## src/hw/pcl_defs.svh

```systemverilog
// Register offsets, field positions, reset values and timing counts of the loop clock block.
`ifndef PCL_DEFS_SVH
`define PCL_DEFS_SVH

`define PCL_ADDR_W          8
`define PCL_ADDR_DIV_LO     8'h5C
`define PCL_ADDR_DIV_HI     8'h5D
`define PCL_ADDR_CTL0       8'h5E
`define PCL_ADDR_CTL1       8'h5F
`define PCL_ADDR_STAT       8'h60
`define PCL_ADDR_MASK       8'h61

`define PCL_DIV_W           11
`define PCL_DIV_LO_RST      8'h02
`define PCL_DIV_HI_RST      3'h0
`define PCL_DIV_MIN         11'h002

`define PCL_CTL0_PUMP_HI    7
`define PCL_CTL0_PUMP_LO    6
`define PCL_CTL0_CRIT_HI    3
`define PCL_CTL0_CRIT_LO    2
`define PCL_CTL0_SRC_HI     1
`define PCL_CTL0_SRC_LO     0
`define PCL_CTL0_RST        8'h00
`define PCL_CTL1_EN_BIT     0
`define PCL_CTL1_LOCK_BIT   1

`define PCL_SRC_CODE_CRYSTAL_REFERENCE   2'b00
`define PCL_SRC_CODE_LOOP   2'b01
`define PCL_SRC_CODE_RTC    2'b10
`define PCL_SRC_CODE_KEEP   2'b11

`define PCL_EVT_LOCK        0
`define PCL_EVT_UNLOCK      1
`define PCL_EVT_W           2

`define PCL_CLK_NS          50
`define PCL_CRIT_FINE_NS    20
`define PCL_CRIT_COARSE_NS  400
`define PCL_CRIT_FINE_CYC   (((`PCL_CRIT_FINE_NS / `PCL_CLK_NS) < 1) ? 1 : (`PCL_CRIT_FINE_NS / `PCL_CLK_NS))
`define PCL_CRIT_COARSE_CYC (((`PCL_CRIT_COARSE_NS / `PCL_CLK_NS) < 1) ? 1 : (`PCL_CRIT_COARSE_NS / `PCL_CLK_NS))
`define PCL_LOCK_RUN_SHORT  5'd8
`define PCL_LOCK_RUN_LONG   5'd16

`endif

```

## src/hw/pcl_pkg.sv

```systemverilog
// Types shared by the loop clock block.
package pcl_pkg;
    typedef enum logic [2:0] {
        PCL_SRC_CRYSTAL_REFERENCE = 3'b001,
        PCL_SRC_LOOP = 3'b010,
        PCL_SRC_RTC  = 3'b100
    } pcl_src_e;
    typedef logic [10:0] pcl_div_t;
    typedef logic [1:0]  pcl_crit_t;
endpackage

```

## src/hw/pcl_loop_if.sv

```systemverilog
// Signals shared between the loop control top, the feedback divider and the lock detector.
`timescale 1ns/1ps
interface pcl_loop_if;
    import pcl_pkg::*;
    logic      enable;
    pcl_div_t  div_n;
    logic      div_level;
    logic      div_fall;
    logic      ref_fall;
    logic      err_active;
    pcl_crit_t crit;
    logic      lock;
    modport ctrl (output enable, output div_n, input div_level, input div_fall,
                  output ref_fall, output err_active, output crit, input lock);
    modport div  (input enable, input div_n, output div_level, output div_fall);
    modport det  (input enable, input ref_fall, input err_active, input crit, output lock);
endinterface

```

## src/hw/pcl_divider.sv

```systemverilog
// Programmable feedback downcounter that divides the oscillator by the loop factor.
`timescale 1ns/1ps
`include "pcl_defs.svh"
module pcl_divider (
    // Clock and reset
    input  wire logic clk_sys,
    input  wire logic rst_n,
    // Oscillator level
    input  wire logic osc_in,
    // Loop signals
    pcl_loop_if.div   lp
);
    import pcl_pkg::*;

    logic     osc_q;
    pcl_div_t cnt_q;
    logic     lvl_q;
    logic     fall_q;
    wire      osc_rise = osc_in & ~osc_q;
    wire      cnt_end  = (cnt_q <= 11'd1);
    // Output is high during the upper half of the count, so one period spans N edges.
    wire      lvl_d    = (cnt_q > {1'b0, lp.div_n[10:1]});

    always_ff @(posedge clk_sys) begin
        if (!rst_n || !lp.enable) begin
            // Starting high keeps an oscillator that is already high from counting as a rise.
            osc_q  <= 1'b1;
            cnt_q  <= `PCL_DIV_MIN;
            lvl_q  <= 1'b0;
            fall_q <= 1'b0;
        end else begin
            osc_q  <= osc_in;
            if (osc_rise) begin
                cnt_q <= cnt_end ? lp.div_n : cnt_q - 11'd1;
            end
            lvl_q  <= lvl_d;
            fall_q <= lvl_q & ~lvl_d;
        end
    end

    assign lp.div_level = lvl_q;
    assign lp.div_fall  = fall_q;
endmodule // pcl_divider

```

## src/hw/pcl_lock_detect.sv

```systemverilog
// Lock detector: counts consecutive reference periods whose phase error stays inside the window.
`timescale 1ns/1ps
`include "pcl_defs.svh"
module pcl_lock_detect (
    // Clock and reset
    input  wire logic clk_sys,
    input  wire logic rst_n,
    // Loop signals
    pcl_loop_if.det   lp
);
    import pcl_pkg::*;

    logic [4:0] err_cnt_q;
    logic       bad_q;
    logic [4:0] run_q;
    logic       lock_q;

    wire  [4:0] win_cyc  = lp.crit[1] ? 5'(`PCL_CRIT_COARSE_CYC)
                                      : 5'(`PCL_CRIT_FINE_CYC);
    wire  [4:0] need_run = lp.crit[0] ? `PCL_LOCK_RUN_LONG
                                      : `PCL_LOCK_RUN_SHORT;
    wire  [4:0] err_next = lp.err_active ? err_cnt_q + 5'd1 : 5'd0;
    wire        too_long = (err_next >= win_cyc);
    wire        bad_now  = bad_q | too_long;
    wire  [4:0] run_next = run_q + 5'd1;

    always_ff @(posedge clk_sys) begin
        if (!rst_n || !lp.enable) begin
            err_cnt_q <= 5'd0;
            bad_q     <= 1'b0;
            run_q     <= 5'd0;
            lock_q    <= 1'b0;
        end else begin
            err_cnt_q <= (err_next == 5'd31) ? err_cnt_q : err_next;
            if (lp.ref_fall) begin
                bad_q <= 1'b0;
                if (bad_now) begin
                    run_q  <= 5'd0;
                    lock_q <= 1'b0;
                end else begin
                    run_q  <= (run_next >= need_run) ? run_q : run_next;
                    lock_q <= lock_q | (run_next >= need_run);
                end
            end else begin
                bad_q <= bad_now;
            end
        end
    end

    assign lp.lock = lock_q;
endmodule // pcl_lock_detect

```

## src/hw/pcl_top.sv

```systemverilog
// Loop clock control: registers, phase detector, pump control, lock sync, interrupt and clock mux.
//
// Implementation choices: strobed register access and the address map.
`timescale 1ns/1ps
`include "pcl_defs.svh"

// Summary of operation
// - Loop settles at N times the reference, N set by the divider registers.
// - Phase detector compares reference and divider falling edges, drives up/down errors.
// - Control bits 7:6 pick one of four pump currents, 100uA to 1.5mA.
// - With no phase error both pump commands stay low.
// - Feedback divider is a downcounter on oscillator edges dividing by N.
// - Software chooses the system clock between loop output, crystal reference and RTC reference.
// - Loop output becomes the system clock only once lock is reported.
// - Lock needs error under the window for the set count of reference periods.
// - Lock criterion comes from a software field in control register zero.
// - Lock drives a high lock signal that raises an interrupt request.
// - After reset the loop is off and the crystal feeds the system clock.
// - Criterion codes: 8 or 16 periods within 20 ns (rounded up to one 50 ns cycle) or 400 ns.
// - Whole 11-bit divider loads when the high byte is written while the loop is off, low byte first.
// - Divider values below two are replaced by two.
module pcl_top (
    // Clock and reset
    input  wire logic                    clk_sys,
    input  wire logic                    rst_n,
    // Register port
    input  wire logic [`PCL_ADDR_W-1:0]  reg_addr,
    input  wire logic [7:0]              reg_wdata,
    input  wire logic                    reg_wr,
    input  wire logic                    reg_rd,
    output logic      [7:0]              reg_rdata,
    // Clock source levels
    input  wire logic                    crystal_reference,
    input  wire logic                    osc_in,
    input  wire logic                    rtc_ref,
    // Analog controls
    output logic                         loop_enable,
    output logic      [1:0]              pump_strength,
    output logic                         pump_up,
    output logic                         pump_dn,
    // System clock
    output logic                         sclk_out,
    output pcl_pkg::pcl_src_e            sclk_src,
    // Interrupt
    output logic                         irq
);
    import pcl_pkg::*;

    ////////////////////////////////////////////////////////////////////////////
    // Register state

    logic [7:0]             div_lo_q;
    pcl_div_t               div_n_q;
    logic [1:0]             pump_q;
    pcl_crit_t              crit_q;
    logic [1:0]             src_req_q;
    logic                   en_q;
    logic [`PCL_EVT_W-1:0]  stat_q;
    logic [`PCL_EVT_W-1:0]  mask_q;
    logic [7:0]             rdata_q;

    pcl_loop_if lp ();

    ////////////////////////////////////////////////////////////////////////////
    // Address decode

    wire hit_div_lo = (reg_addr == `PCL_ADDR_DIV_LO);
    wire hit_div_hi = (reg_addr == `PCL_ADDR_DIV_HI);
    wire hit_ctl0   = (reg_addr == `PCL_ADDR_CTL0);
    wire hit_ctl1   = (reg_addr == `PCL_ADDR_CTL1);
    wire hit_stat   = (reg_addr == `PCL_ADDR_STAT);
    wire hit_mask   = (reg_addr == `PCL_ADDR_MASK);

    wire wr_div_lo  = reg_wr & hit_div_lo & ~en_q;
    wire wr_div_hi  = reg_wr & hit_div_hi & ~en_q;
    // Pump and criterion fields may only change while the loop is off.
    wire wr_ctl0_lk = reg_wr & hit_ctl0 & ~en_q;
    wire wr_ctl0    = reg_wr & hit_ctl0;
    wire wr_ctl1    = reg_wr & hit_ctl1;
    wire wr_mask    = reg_wr & hit_mask;
    wire rd_stat    = reg_rd & hit_stat;

    wire pcl_div_t div_raw  = {reg_wdata[2:0], div_lo_q};
    wire pcl_div_t div_load = (div_raw < `PCL_DIV_MIN) ? `PCL_DIV_MIN : div_raw;
    wire [1:0]     src_wr   = reg_wdata[`PCL_CTL0_SRC_HI:`PCL_CTL0_SRC_LO];
    // Code 11 keeps the previous selection.
    wire           src_take = wr_ctl0 & (src_wr != `PCL_SRC_CODE_KEEP);

    ////////////////////////////////////////////////////////////////////////////
    // Register writes

    always_ff @(posedge clk_sys) begin
        if (!rst_n) begin
            div_lo_q <= `PCL_DIV_LO_RST;
            div_n_q  <= {`PCL_DIV_HI_RST, `PCL_DIV_LO_RST};
        end else begin
            if (wr_div_lo) begin
                div_lo_q <= reg_wdata;
            end
            if (wr_div_hi) begin
                div_n_q <= div_load;
            end
        end
    end

    always_ff @(posedge clk_sys) begin
        if (!rst_n) begin
            pump_q    <= 2'(`PCL_CTL0_RST >> `PCL_CTL0_PUMP_LO);
            crit_q    <= 2'(`PCL_CTL0_RST >> `PCL_CTL0_CRIT_LO);
            src_req_q <= `PCL_SRC_CODE_CRYSTAL_REFERENCE;
            en_q      <= 1'b0;
            mask_q    <= '0;
        end else begin
            if (wr_ctl0_lk) begin
                pump_q <= reg_wdata[`PCL_CTL0_PUMP_HI:`PCL_CTL0_PUMP_LO];
                crit_q <= reg_wdata[`PCL_CTL0_CRIT_HI:`PCL_CTL0_CRIT_LO];
            end
            if (src_take) begin
                src_req_q <= src_wr;
            end
            if (wr_ctl1) begin
                en_q <= reg_wdata[`PCL_CTL1_EN_BIT];
            end
            if (wr_mask) begin
                mask_q <= reg_wdata[`PCL_EVT_W-1:0];
            end
        end
    end

    ////////////////////////////////////////////////////////////////////////////
    // Phase detector on falling edges of reference and divided oscillator

    logic ref_q;
    logic up_q;
    logic dn_q;
    wire  ref_fall = ref_q & ~crystal_reference;
    wire  div_fall = lp.div_fall;

    always_ff @(posedge clk_sys) begin
        if (!rst_n || !en_q) begin
            ref_q <= 1'b0;
            up_q  <= 1'b0;
            dn_q  <= 1'b0;
        end else begin
            ref_q <= crystal_reference;
            if (ref_fall && div_fall) begin
                up_q <= 1'b0;
                dn_q <= 1'b0;
            end else if (ref_fall) begin
                up_q <= ~dn_q;
                dn_q <= 1'b0;
            end else if (div_fall) begin
                dn_q <= ~up_q;
                up_q <= 1'b0;
            end
        end
    end

    assign lp.enable     = en_q;
    assign lp.div_n      = div_n_q;
    assign lp.ref_fall   = ref_fall;
    assign lp.err_active = up_q | dn_q;
    assign lp.crit       = crit_q;

    pcl_divider u_div (
        .clk_sys (clk_sys),
        .rst_n   (rst_n),
        .osc_in  (osc_in),
        .lp      (lp.div)
    );

    pcl_lock_detect u_lock (
        .clk_sys (clk_sys),
        .rst_n   (rst_n),
        .lp      (lp.det)
    );

    ////////////////////////////////////////////////////////////////////////////
    // Lock synchroniser and interrupt events

    logic lock_meta_q;
    logic lock_sync_q;
    logic lock_prev_q;

    always_ff @(posedge clk_sys) begin
        if (!rst_n) begin
            lock_meta_q <= 1'b0;
            lock_sync_q <= 1'b0;
            lock_prev_q <= 1'b0;
        end else begin
            lock_meta_q <= lp.lock;
            lock_sync_q <= lock_meta_q;
            lock_prev_q <= lock_sync_q;
        end
    end

    wire [`PCL_EVT_W-1:0] evt;
    assign evt[`PCL_EVT_LOCK]   = lock_sync_q & ~lock_prev_q;
    assign evt[`PCL_EVT_UNLOCK] = ~lock_sync_q & lock_prev_q;

    // A read clears the sticky bits, but an event in the same cycle survives it.
    genvar gi;
    generate
        for (gi = 0; gi < `PCL_EVT_W; gi = gi + 1) begin : g_evt
            always_ff @(posedge clk_sys) begin
                if (!rst_n) begin
                    stat_q[gi] <= 1'b0;
                end else begin
                    stat_q[gi] <= evt[gi] | (stat_q[gi] & ~rd_stat);
                end
            end
        end
    endgenerate

    assign irq = |(stat_q & mask_q);

    ////////////////////////////////////////////////////////////////////////////
    // Source selection and glitch-free switch

    pcl_src_e src_q;
    logic     sclk_q;
    logic     want_loop;
    pcl_src_e want_src;

    assign want_loop = (src_req_q == `PCL_SRC_CODE_LOOP) & en_q & lock_sync_q;
    assign want_src  = want_loop ? PCL_SRC_LOOP :
                       (src_req_q == `PCL_SRC_CODE_RTC) ? PCL_SRC_RTC : PCL_SRC_CRYSTAL_REFERENCE;

    logic cur_lvl;
    logic new_lvl;
    always_comb begin
        case (src_q)
            PCL_SRC_LOOP: cur_lvl = osc_in;
            PCL_SRC_RTC:  cur_lvl = rtc_ref;
            default:      cur_lvl = crystal_reference;
        endcase
        case (want_src)
            PCL_SRC_LOOP: new_lvl = osc_in;
            PCL_SRC_RTC:  new_lvl = rtc_ref;
            default:      new_lvl = crystal_reference;
        endcase
    end

    // Swapping only while both sources sit low avoids a runt pulse on the system clock.
    wire do_swap = (want_src != src_q) & ~cur_lvl & ~new_lvl;

    always_ff @(posedge clk_sys) begin
        if (!rst_n) begin
            src_q  <= PCL_SRC_CRYSTAL_REFERENCE;
            sclk_q <= 1'b0;
        end else begin
            if (do_swap) begin
                src_q  <= want_src;
                sclk_q <= new_lvl;
            end else begin
                sclk_q <= cur_lvl;
            end
        end
    end

    ////////////////////////////////////////////////////////////////////////////
    // Read port

    wire [7:0] ctl0_rd = {pump_q, 2'b00, crit_q, src_req_q};
    wire [7:0] ctl1_rd = {6'h00, lock_sync_q, en_q};
    wire [7:0] rd_mux  = hit_ctl0 ? ctl0_rd :
                         hit_ctl1 ? ctl1_rd :
                         hit_stat ? {6'h00, stat_q} :
                         hit_mask ? {6'h00, mask_q} : 8'h00;

    always_ff @(posedge clk_sys) begin
        if (!rst_n) begin
            rdata_q <= 8'h00;
        end else begin
            rdata_q <= reg_rd ? rd_mux : 8'h00;
        end
    end

    assign reg_rdata     = rdata_q;
    assign loop_enable   = en_q;
    assign pump_strength = pump_q;
    assign pump_up       = up_q;
    assign pump_dn       = dn_q;
    assign sclk_out      = sclk_q;
    assign sclk_src      = src_q;
endmodule // pcl_top

```

## config.mk

```make
export PLATFORM = sky130hd
export DESIGN_NAME = pcl_top
export DESIGN_NICKNAME = d
export VERILOG_FILES = /design/src/hw/pcl_pkg.sv /design/src/hw/pcl_loop_if.sv /design/src/hw/pcl_divider.sv /design/src/hw/pcl_lock_detect.sv /design/src/hw/pcl_top.sv
export VERILOG_INCLUDE_DIRS = /design/src /design/src/hw
export SDC_FILE = /design/constraint.sdc
export NUM_CORES = 1
export LEC_CHECK = 0
export ABC_AREA = 0
export BUFFER_PORTS_ARGS = -buffer_cell sky130_fd_sc_hd__buf_2
export CORE_MARGIN = 1
export CORE_UTILIZATION = 57
export DETAILED_ROUTE_END_ITERATION = 6
export GPL_TIMING_DRIVEN = 0
export PLACE_DENSITY_LB_ADDON = 0.2
export SYNTH_ARGS = -nofsm -noshare
export SYNTH_HDL_FRONTEND = slang
export SYNTH_SLANG_ARGS = --single-unit
```

## constraint.sdc

```tcl
create_clock -name clk_sys -period 2.8 [get_ports clk_sys]
set_input_delay 0.7 -clock clk_sys [delete_from_list [all_inputs] [get_ports clk_sys]]
set_output_delay 0.7 -clock clk_sys [all_outputs]
set_load 0.1 [all_outputs]
```

# After elaboration in Yosys (flattened, before gate mapping)
# Cells that the tools add are included.
# classes
n_bitwise	40
n_mux	19
add_sub_neg	3
n_eq_ne	16
n_lt_le_gt_ge	5
n_reduce_logical	12
# op_table
cell	n
$eq A8 B7 Y1 const B	6
$mux W11	2
$and A1 B1 Y1	21
$mux W5	4
$not A1 Y1	13
$gt A11 B10 Y1	1
$le A11 B1 Y1 const B	1
$lt A11 B2 Y1 const B	1
$sub A11 B1 Y11 const B	1
$add A5 B1 Y5 const B	2
$ge A5 B5 Y1	2
$mux W8	1
$eq A3 B2 Y1 const B	2
$eq A3 B3 Y1 const B	2
$mux W2	3
$mux W3	2
$reduce_or A2 Y1	3
$eq A5 B5 Y1 const B	1
$or A1 B1 Y1	5
$reduce_or A5 Y1	1
$mux W1	4
$mux W4	1
$pmux W1 S2	2
$reduce_and A2 Y1	2
11 further kinds	12
# word_totals
in_bits	23
out_inout_bits	18
wordCells	122
reg_bits	74

# Longest topological paths before layout
# Gate-level depths: netlist of the first run.
# logic_depth
word_depth	9
depth_mapped	8
mapped_depth_nobuf	8

# Hierarchy
# From an unflattened synthesis of the first run, not the netlist that was laid out.
# unflattened
hier_cells	407
hier_area_um2	3798.6
# by_module_without_submodules
module	instances	cells_per_inst	seq_area_each_um2	area_per_inst_um2
pcl_top	1	196	920.9	1939.4
pcl_divider	1	130	280.3	1072.3
pcl_lock_detect	1	81	240.2	787.0

# Least setup slack after synthesis of the first run
# OpenSTA, ideal clock, no wires.
# synth_path
path_kind	reg-to-reg
from	reg dn_q (netlist: pump_dn)
to	reg u_lock.run_q[3]
stages_incl_launch_ff	9
synth_period_minus_slack_ps	3236
setup_ps	88
arrival_ps	3148
n_path_buf	0
path_slack_ps	-436
t_required_ps	2712
path_cell_list	dfxtp_1 -> nor2_1 -> or2_2 -> ha_1 -> or4b_1 -> o311a_1 -> nor4_4 -> nand3_2 -> o32ai_2
# synth_via
elab_chain_len	6
elab_cells_between_ends	7
cone_classes	order compare: 1; eq/ne: 1; mux: 2; bitwise: 2; reduce/logical: 1
# synth_rtl
element	line	source
from (decl)	pcl_top.sv:135	logic dn_q;
from (signal assigned)	pcl_top.sv:153	dn_q <= ~up_q;
$or A1 B1 Y1 (*)	pcl_top.sv:162	assign lp.err_active = up_q | dn_q;
$mux W5 (*)	pcl_lock_detect.sv:22	wire [4:0] err_next = lp.err_active ? err_cnt_q + 5'd1 : 5'd0;
$ge A5 B5 Y1 (*)	pcl_lock_detect.sv:23	wire too_long = (err_next >= win_cyc);
$or A1 B1 Y1 (*)	pcl_lock_detect.sv:24	wire bad_now = bad_q | too_long;
$ne A2 B1 Y1 (no line)	--	
$reduce_and A2 Y1 (no line)	--	
to (signal assigned)	pcl_lock_detect.sv:41	run_q <= (run_next >= need_run) ? run_q : run_next;
to (decl)	pcl_lock_detect.sv:15	logic [4:0] run_q;
# Every way passes the cells marked *; elsewhere a longest branch is shown, timed or not.
# A chain may end at the register's enable or synchronous reset.

# Worst setup path in the final report of the first run
# layout_path
from	reg up_q (netlist: pump_up)
to	reg u_lock.run_q[3]
# layout_via
elab_chain_len	6
elab_cells_between_ends	7
cone_classes	order compare: 1; eq/ne: 1; mux: 2; bitwise: 2; reduce/logical: 1
# layout_rtl
element	line	source
from (decl)	pcl_top.sv:134	logic up_q;
from (signal assigned)	pcl_top.sv:150	up_q <= ~dn_q;
$or A1 B1 Y1 (*)	pcl_top.sv:162	
$mux W5 (*)	pcl_lock_detect.sv:22	
$ge A5 B5 Y1 (*)	pcl_lock_detect.sv:23	
$or A1 B1 Y1 (*)	pcl_lock_detect.sv:24	
$ne A2 B1 Y1 (no line)	--	
$reduce_and A2 Y1 (no line)	--	
# Marks and branches as above.

==> summary.md, run 1 <==
| Metric | Value |
|---|---|
| Status | finished clean |
| Comb pwr share | 3.7% |
| First-pass GRT wire length | 12,750 um |
| Final ANT Viol Nets | 0 |
| CP Cell Sequence | nor2_2, or2_2, ha_1, or4b_1, o311a_1, nor4_4, nand3_2, o32ai_2 |
| Core Region | 5956 um^2 |
| Grt ovf | 0 |
| Net switching power | 444.3 uW |
| Final Util | 68.93% |
| DR iter-0 viols | 111 |
| Max frequency | 394.2 MHz |
| Final WL | 7593 um |
| Initial antenna violation count | 0 |
| Slowest CP cell | or4b_1 |
| Clock buffer depth | 2 |
| Register share of total power | 47.1% |
| Mean Syn Cell Area | 8.814 um^2 |
| Die Wd | 80.94 um |
| Fin. Hold Viols | 0 |
| GPL Wtd Cong | 0.9271 |
| H-Tree Depth | 3 |
| Worst Hold Class | flip-flop to flip-flop |
| Worst-skew pair later-pin latency | 0.34 ns |
| Max-Slew Margin vs Limit | 40.06% |
| Sw Ratio | 20.43% |
| Crit-path max FO | 7 |
| Data arrival time of the critical path | 2.80 ns |
| Vias | 3,019 |
| TNS Setup | 0 ns |
| Row count | 28 |
| Crit start category | flip-flop |
| Final period utilization | 90.60% |
| RSZ-0062 raised after global routing | false |
| I/O Buffers | 37 |
| VDD IR max | 0.4689 mV |
| DIE HEIGHT | 80.94 um |
| Asr flop ratio synth | 0% |
| Slew Viols, Final | 0 |
| Layout cells sized above 1 | 14.88% |
| Hpwl dp | 5629 um |
| Register bit count reported by yosys | 72 |
| Dominant synthesized flop cell | dfxtp_1 |
| Drt drc | 0 |
| Worst-margin pin slew | 0.8909 ns |
| Root Buffer | clkbuf_8 |
| CTS buffer count | 9 |
| Nets | 494 |
| Routed vias/inst | 5.675 |
| Initial Utilization | 59.64% |
| FF-to-FF setup slack | 0.26 ns |
| Pwr Total | 2.175 mW |
| Commonest non-fill, non-tap cell in the layout | dfxtp_1 |
| YS warnings | 0 |
| Final worst-path setup slack | 0.2631 ns |
| Register area share after synthesis | 40.58% |
| Clock Skew | 0.007656 ns |
| Clock Sinks | 72 |
| Critical path class | flip-flop to flip-flop |
| Die Footprint | 6551 um^2 |
| Min cycle time layout | 2.537 ns |
| Clock transition at path regs | 0.08 ns |
| Post-Place Cells | 516 |
| Clock power frac | 49.2% |
| Final setup violation count | 0 |
| Final instance area | 4105 um^2 |
| Total track usage | 25.82% |
| Post-synth EDFFs | 0 |
| DRT Pass-1 Iters | 4 |
| Max-Cap Viols | 0 |
| Netlist cell types | 49 |
| Internal power | 1.731 mW |
| Largest stage delay, worst path | 0.47 ns |
| Hold_buf cts | 0 |
| Area growth, synth to finish | 15.57% |
| Worst Path Required | 3.06 ns |
| Pin count of the biggest net entering global routing | 13 |
| Fin Hold WS | 0.4377 ns |
| Pleak | 1.694 nW |
| Endpoint type of the worst setup path | flip-flop |
| Post-Synthesis Cell Area | 3552 um^2 |
| Placed instance area | 3842 um^2 |
| DP Worst Slack | 0.1645 ns |
| Cells after Synth | 403 |
| CTS tree | yes |
| Non-filler cells, final | 532 |
| Vias in the first global route | 2,848 |
| Pwr per Cell Area | 529.8 nW/um^2 |
| IO Pins | 41 |
| Commonest non-fill, non-tap cells in the layout | dfxtp_1, nor2_1, buf_2, nand2_1, mux2i_1 |
| Diode count | 0 |
| Wire length per cell | 14.27 um |
-- repair_timing --
item / in CTS / in global routing
resized for setup: 0 / 1
setup endpoints to repair: 0 / 4
buffers inserted: 0 / 0
-- path summary, 6_finish.rpt --
| path | startpoint | end | depth (start not counted) |
|---|---|---|---|
| worst max register to register | pump_up | u_lock.run_q[3] | 8 |
| worst min-delay path | lock_meta_q | lock_sync_q | 1 |
| worst max-delay path | pump_up | u_lock.run_q[3] | 8 |
| worst min register to register | lock_meta_q | lock_sync_q | 1 |
-- sequential cells by signal, indices dropped and copies added (netlist names), 2 cells and up --
register	count
src_req_q	2
mask_q	2
div_lo_q	8
u_div.cnt_q	11
u_lock.err_cnt_q	5
reg_rdata	6
crit_q	2
stat_q	2
u_lock.run_q	5
sclk_src	3
pump_strength	2
div_n_q	11
-- power by group through the flow --
stage	registers (mW)	clock network, mW	logic, mW
global placement	1.05	0	0.0784
floorplan	1.06	0	0.0364
global route	1.02	1.13	0.0864
detailed placement	1.05	0	0.0798
finish	1.02	1.07	0.0808
CTS	1.02	1.08	0.0798
-- cell families after synthesis --
logic type / synth area share [%]
xor+xnor: 1.233
fa+ha+maj: 6.693
simple gates: 24.90
buf+inv: 3.875
flops: 40.58
other cells: 0.1056
mux: 8.313
compound gates: 14.30
-- synth_stat cells, types with 2 or more instances --
cell type  count  share of area [%]
dfxtp_1       72                 41
nor2_1        49                5.2
nand2_1       27                2.9
mux2i_1       25                7.0
a21oi_1       24                3.4
ha_1          19                6.7
inv_1         19                2.0
o21ai_0       19                2.7
nand3_1       13                1.8
nor3_1        13                1.8
and2_1        12                2.1
clkbuf_1      11                1.2
nor2b_1       10                1.8
nand2b_1       9                1.6
a211oi_1       7                1.5
o22ai_1        6                1.1
nor4_1         5               0.88
a31oi_1        4               0.70
nand3b_1       4               0.85
nand4_1        4               0.70
xor2_1         4               0.99
a21o_1         3               0.63
a22o_1         3               0.74
and3_1         2               0.35
and4_1         2               0.49
and4b_1        2               0.56
buf_2          2               0.28
buf_4          2               0.42
mux4_2         2                1.3
nand3_2        2               0.56
nand4b_1       2               0.49
nor3b_1        2               0.42
nor4_4         2                1.2
nor4b_1        2               0.49
o21bai_1       2               0.42
o22a_1         2               0.49
o31ai_1        2               0.42
or4b_1         2               0.56
-- worst max-delay path: cells and delay by family, from the launching register on --
| kind | cells | cell delay (ns) |
|---|---|---|
| AND/OR/NAND/NOR | 5 | 1.42 |
| flip-flops | 1 | 0.39 |
| AO/OA/AOI/OAI | 2 | 0.37 |
| adder cells (fa/ha/maj) | 1 | 0.28 |
-- metal layers --
metal | up-vias | global-route usage [%] | wire length, um
li1 | 1534 | - | -
met5 | - | 0 | 0
met4 | 0 | 9.464 | 132
met2 | 58 | 43.70 | 3649
met3 | 11 | 6.404 | 360
met1 | 1416 | 31.55 | 3450
-- final cells by class --
class	instances	area, um^2
plain buffers	15	66.31
clock buffers	11	131.4
clock inverters	5	128.9
fillers	483	1851
inverters	19	71.32
multi-input cells	298	1979
flip-flops and latches	72	1449
well taps	75	93.84
repair buffers	37	185.2
No activity file was read; power rests on OpenSTA's default activity.
==> run 2: changes to the inputs <==
Settings changed: BUFFER_PORTS_ARGS -buffer_cell sky130_fd_sc_hd__buf_2 to default, CTS_BUF_LIST from default to sky130_fd_sc_hd__clkbuf_4 sky130_fd_sc_hd__clkbuf_8, DONT_BUFFER_PORTS from default to 1.
Clock period 2.8 ns to 2.3 ns, I/O delays scaled along.
==> run 2 against run 1 <==
The flow now finishes with violations (setup timing). Highest routed layer unchanged. Sequential share of layout area increased by 1.8 points. Critical path type unchanged. Design area decreased by 4.5%. Die area unchanged. Largest cell class unchanged. Critical path depth increased by 1. Critical endpoint is now u_lock.run_q[2]. Maximum frequency increased by 0.20%.
==> summary.md, run 2 (synthesized netlist as in run 1, its figures left out) <==
| Metric | Value |
|---|---|
| Hpwl dp | 5488 um |
| Clock power frac | 42.7% |
| Endpoint type of the worst setup path | flip-flop |
| Clock transition at path regs | 0.07 ns |
| Slew Viols, Final | 0 |
| First-pass GRT wire length | 12,590 um |
| Worst Hold Class | input port to flip-flop |
| Final WL | 7429 um |
| Worst-skew pair later-pin latency | 0.34 ns |
| Comb pwr share | 2.3% |
| Vias | 2,877 |
| Data arrival time of the critical path | 2.80 ns |
| GPL Wtd Cong | 0.9089 |
| Critical path's top delay family | simple AND/OR/NAND/NOR gates |
| Pwr Total | 2.291 mW |
| Net switching power | 508.4 uW |
| Max-Slew Margin vs Limit | 30.68% |
| I/O Buffers | 0 |
| Worst Path Required | 2.57 ns |
| Worst Path Buf+Inv | 1 |
| CP Cell Sequence | nor2_4, or2_4, ha_4, or4b_1, o311a_1, nor4_4, buf_4, nand4_1, a31oi_1 |
| Grt ovf | 0 |
| Failing checks | setup timing |
| Top Usage Layer GRT | met2 |
| RSZ-0062 raised after global routing | true |
| Final instance area | 3921 um^2 |
| Top Registers | div_n_q: 11 flops, u_div.cnt_q: 11 flops, div_lo_q: 8 flops |
| Placed instance area | 3680 um^2 |
| Initial antenna violation count | 0 |
| Min-delay src | osc_in |
| Non-filler cells, final | 499 |
| Wire length per cell | 14.89 um |
| Critical path class | flip-flop to flip-flop |
| Worst-margin pin slew | 1.038 ns |
| Clock buffer depth | 2 |
| Final setup violation count | 6 |
| Commonest non-fill, non-tap cell in the layout | dfxtp_1 |
| DRT Pass-1 Iters | 4 |
| Initial Utilization | 59.64% |
| Pin count of the biggest net entering global routing | 13 |
| Die Footprint | 6551 um^2 |
| Die Wd | 80.94 um |
| Post-Place Cells | 479 |
| CP Launch Point | pump_dn |
| Root Buffer | clkbuf_8 |
| Crit start category | flip-flop |
| Layout cells sized above 1 | 9.906% |
| Register share of total power | 55.0% |
| Slowest CP cell | dfxtp_4 |
| Nets | 462 |
| Fin. Hold Viols | 0 |
| Total track usage | 25.45% |
| Status | finished, violations left |
| Pleak | 1.527 nW |
| Met3 global-route usage | 7.079% |
| Clock Skew | 0.008976 ns |
| IO Pins | 41 |
| Area growth, synth to finish | 10.39% |
| Min cycle time layout | 2.532 ns |
| Largest stage delay, worst path | 0.58 ns |
| Diode count | 0 |
| DIE HEIGHT | 80.94 um |
| Row count | 28 |
| Met2 Usage GRT | 42.10% |
| Drt drc | 0 |
| VDD IR max | 0.5454 mV |
| DR iter-0 viols | 113 |
| Commonest non-fill, non-tap cells in the layout | dfxtp_1, nor2_1, nand2_1, mux2i_1, a21oi_1 |
| Clock Sinks | 72 |
| CTS buffer count | 9 |
| Vias in the first global route | 2,723 |
| Max-Cap Viols | 0 |
| Crit-path max FO | 7 |
| Final ANT Viol Nets | 0 |
| Internal power | 1.783 mW |
| Pwr per Cell Area | 584.4 nW/um^2 |
| Routed vias/inst | 5.766 |
| Hold_buf cts | 0 |
| H-Tree Depth | 3 |
| Core Region | 5956 um^2 |
| CTS tree | yes |
| Final worst-path setup slack | -0.2319 ns |
| Sw Ratio | 22.19% |
| Met1 Track Usage GR | 32.50% |
| DP Worst Slack | -0.5064 ns |
| Max frequency | 395.0 MHz |
| Reg-to-Reg Start | pump_dn |
| Final period utilization | 110.1% |
[run 2: per-stage QoR]
step	utilization (%)	hold WS (ns)	TNS [ns]
finish	65.84	0.3445	-1.179
floorplan	-	0.4119	-0.8591
global route	65.84	0.3336	-2.001
detailed placement	61.79	0.4222	-6.066
global placement	61.79	0.4221	-6.181
CTS	65.61	0.3256	-1.259
[run 2: area by class of cell]
| type | count | area, um^2 |
|---|---|---|
| Sequential cell | 72 | 1453 |
| Tap cell | 75 | 93.84 |
| Multi-Input combinational cell | 298 | 2003 |
| Inverter | 19 | 71.32 |
| Buffer | 15 | 68.82 |
| Fill cell | 513 | 2034 |
| Clock buffer | 10 | 137.6 |
| Clock inverter | 5 | 56.30 |
| Timing Repair Buffer | 5 | 37.54 |
[run 2: worst paths after layout]
path                          end  slack [ns]  depth (start not counted)
setup / recovery  u_lock.run_q[2]       -0.23                          9
hold / removal        u_div.osc_q        0.34                          1
setup reg to reg  u_lock.run_q[2]       -0.23                          9
hold reg to reg       lock_sync_q        0.44                          1
[run 2: routing by layer]
layer | wire length [um] | vias up
met4 | 42 | 0
met1 | 3523 | 1353
li1 | - | 1467
met3 | 326 | 6
met2 | 3537 | 51
met5 | 0 | -
[run 2: timing repair]
| item | in CTS | in global routing |
|---|---|---|
| setup buffers | 4 | 1 |
| setup endpoints to repair | 24 | 8 |
| pin swaps | 6 | 2 |
| resized for setup | 3 | 3 |
[run 2: power by group through the flow]
stage,clock [mW],combinational (mW),sequential (mW)
after floorplan,0,0.0444,1.29
after global placement,0,0.0515,1.29
after detailed placement,0,0.0518,1.29
after CTS,1.00,0.0520,1.26
after global routing,1.06,0.0569,1.26
final,0.978,0.0522,1.26
==> run 3: changes to the inputs <==
Settings changed: CORE_MARGIN 1 to 5.
==> run 3 against run 2 <==
Global-route usage down 3.7 points. The run still ends with setup timing left. Worst hold slack worse by 0.023 ns. Worst setup slack got worse by 0.028 ns. Design area grew 1.6%. Utilization grew 0.66 points. Die area increased by 21%. Critical path depth grew 1. Largest power group unchanged. Power up 11%. Critical path type unchanged.
==> summary.md, run 3 (synthesized netlist as in run 1, its figures left out) <==
| Metric | Value |
|---|---|
| Final WL | 8195 um |
| Worst-margin pin slew | 1.044 ns |
| Most frequent CP cell | buf_4 |
| Worst-skew pair later-pin latency | 0.35 ns |
| Commonest non-fill, non-tap cell in the layout | dfxtp_1 |
| Commonest non-fill, non-tap cells in the layout | dfxtp_1, nor2_1, nand2_1, mux2i_1, a21oi_1 |
| RSZ-0062 raised after global routing | true |
| Pwr Total | 2.551 mW |
| Vias in the first global route | 2,788 |
| H-Tree Depth | 3 |
| Total track usage | 21.74% |
| Slew Viols, Final | 0 |
| Die Wd | 88.94 um |
| GPL Wtd Cong | 0.8878 |
| Root Buffer | clkbuf_8 |
| Wire length per cell | 16.42 um |
| Pin count of the biggest net entering global routing | 14 |
| Slowest CP cell | dfxtp_4 |
| Top Registers | div_n_q: 11 flops, u_div.cnt_q: 11 flops, div_lo_q: 8 flops |
| Final ANT Viol Nets | 0 |
| Crit start category | flip-flop |
| DIE HEIGHT | 88.94 um |
| Layout cells sized above 1 | 10.38% |
| Crit-path max FO | 7 |
| Clock buffer depth | 2 |
| Worst Hold Class | input port to flip-flop |
| Grt ovf | 0 |
| Max-Slew Margin vs Limit | 30.32% |
| Final worst-path setup slack | -0.2602 ns |
| Final setup violation count | 7 |
| IO Pins | 41 |
| Hpwl dp | 5893 um |
| Min cycle time layout | 2.560 ns |
| VDD IR max | 0.5735 mV |
| Initial Utilization | 59.29% |
| Core Region | 5991 um^2 |
| CTS buffer count | 9 |
| Clock Skew | 0.01086 ns |
| Hold_buf cts | 0 |
| DRT Pass-1 Iters | 4 |
| Area growth, synth to finish | 12.15% |
| Pleak | 1.554 nW |
| Nets | 461 |
| Worst Path Required | 2.55 ns |
| DR iter-0 viols | 146 |
| CP Launch Point | pump_dn |
| Max frequency | 390.6 MHz |
| Pwr per Cell Area | 640.3 nW/um^2 |
| Endpoint type of the worst setup path | flip-flop |
| CTS tree | yes |
| Worst path depth | 10 |
| Vias | 2,985 |
| I/O Buffers | 0 |
| Drt drc | 0 |
| Clock Sinks | 72 |
| Failing checks | setup timing |
| Worst Path Buf+Inv | 3 |
| Routed vias/inst | 5.982 |
| DP Worst Slack | -0.5634 ns |
| Largest stage delay, worst path | 0.58 ns |
| Clock transition at path regs | 0.08 ns |
| Die Footprint | 7910 um^2 |
| Final period utilization | 111.3% |
| Initial antenna violation count | 0 |
| CP Cell Sequence | nor2_4, or2_4, ha_4, or4b_1, o311a_1, nor4_4, buf_4, buf_4, buf_6, nor2_1 |
| Reg-to-Reg Start | pump_dn |
| Critical path's top delay family | simple AND/OR/NAND/NOR gates |
| FF-to-FF setup slack | -0.26 ns |
| First-pass GRT wire length | 13,140 um |
| Critical path class | flip-flop to flip-flop |
| Status | finished, violations left |
| Fin. Hold Viols | 0 |
| Diode count | 0 |
| Final Util | 66.50% |
| Fin Hold WS | 0.3219 ns |
| Row count | 28 |
| Max-Cap Viols | 0 |
| Data arrival time of the critical path | 2.81 ns |
| Worst-case reg-to-reg path depth | 10 |
| R2r endpoint | u_lock.bad_q |
| Setup crit end | u_lock.bad_q |
run 3: metrics by stage:
stage / area, um^2 / TNS, ns / cells
2_1_floorplan: 3586 / -0.8591 / 404
3_3_place_gp: 3680 / -5.951 / 479
3_5_place_dp: 3680 / -7.028 / 479
4_1_cts: 3973 / -1.331 / 499
5_1_grt: 3984 / -2.220 / 499
6_report: 3984 / -1.549 / 499
run 3: worst min path at each step:
stage	from	to	slack, ns	cells past startpoint
2_1_floorplan	lock_meta_q	lock_sync_q	0.41	1
3_3_place_gp	lock_meta_q	lock_sync_q	0.42	1
3_5_place_dp	lock_meta_q	lock_sync_q	0.43	1
4_1_cts	osc_in	u_div.osc_q	0.31	1
5_1_grt	osc_in	u_div.osc_q	0.32	1
6_report	osc_in	u_div.osc_q	0.32	1
run 3: where the power goes:
part | total, mW | switching (mW) | internal (mW)
clock network | 1.24 | 0.496 | 0.740
registers | 1.26 | 0.0165 | 1.25
logic | 0.0531 | 0.0388 | 0.0144
run 3: timing repair:
| item | 4_1_cts | 5_1_grt |
|---|---|---|
| setup buffers | 4 | 1 |
| resized for setup | 6 | 2 |
| endpoints found under the setup margin | 26 | 10 |
| pin swaps | 5 | 1 |
| cloned | 0 | 0 |
run 3: cell type report:
cell class,instances,area [um^2]
repair buffers,5,41.29
clock buffers,10,131.4
inverters,19,71.32
fillers,505,2007
clock inverters,6,116.4
flip-flops and latches,72,1450
well taps,75,93.84
multi-input cells,298,2014
plain buffers,14,65.06
run 3: routing by layer:
metal / part of all wire, % / vias up / GRT usage (%)
met5: 0 / - / 0
met4: 1.4 / 0 / 6.225
met3: 5.8 / 10 / 6.728
met2: 49 / 85 / 36.30
met1: 44 / 1426 / 27.18
li1: - / 1464 / -
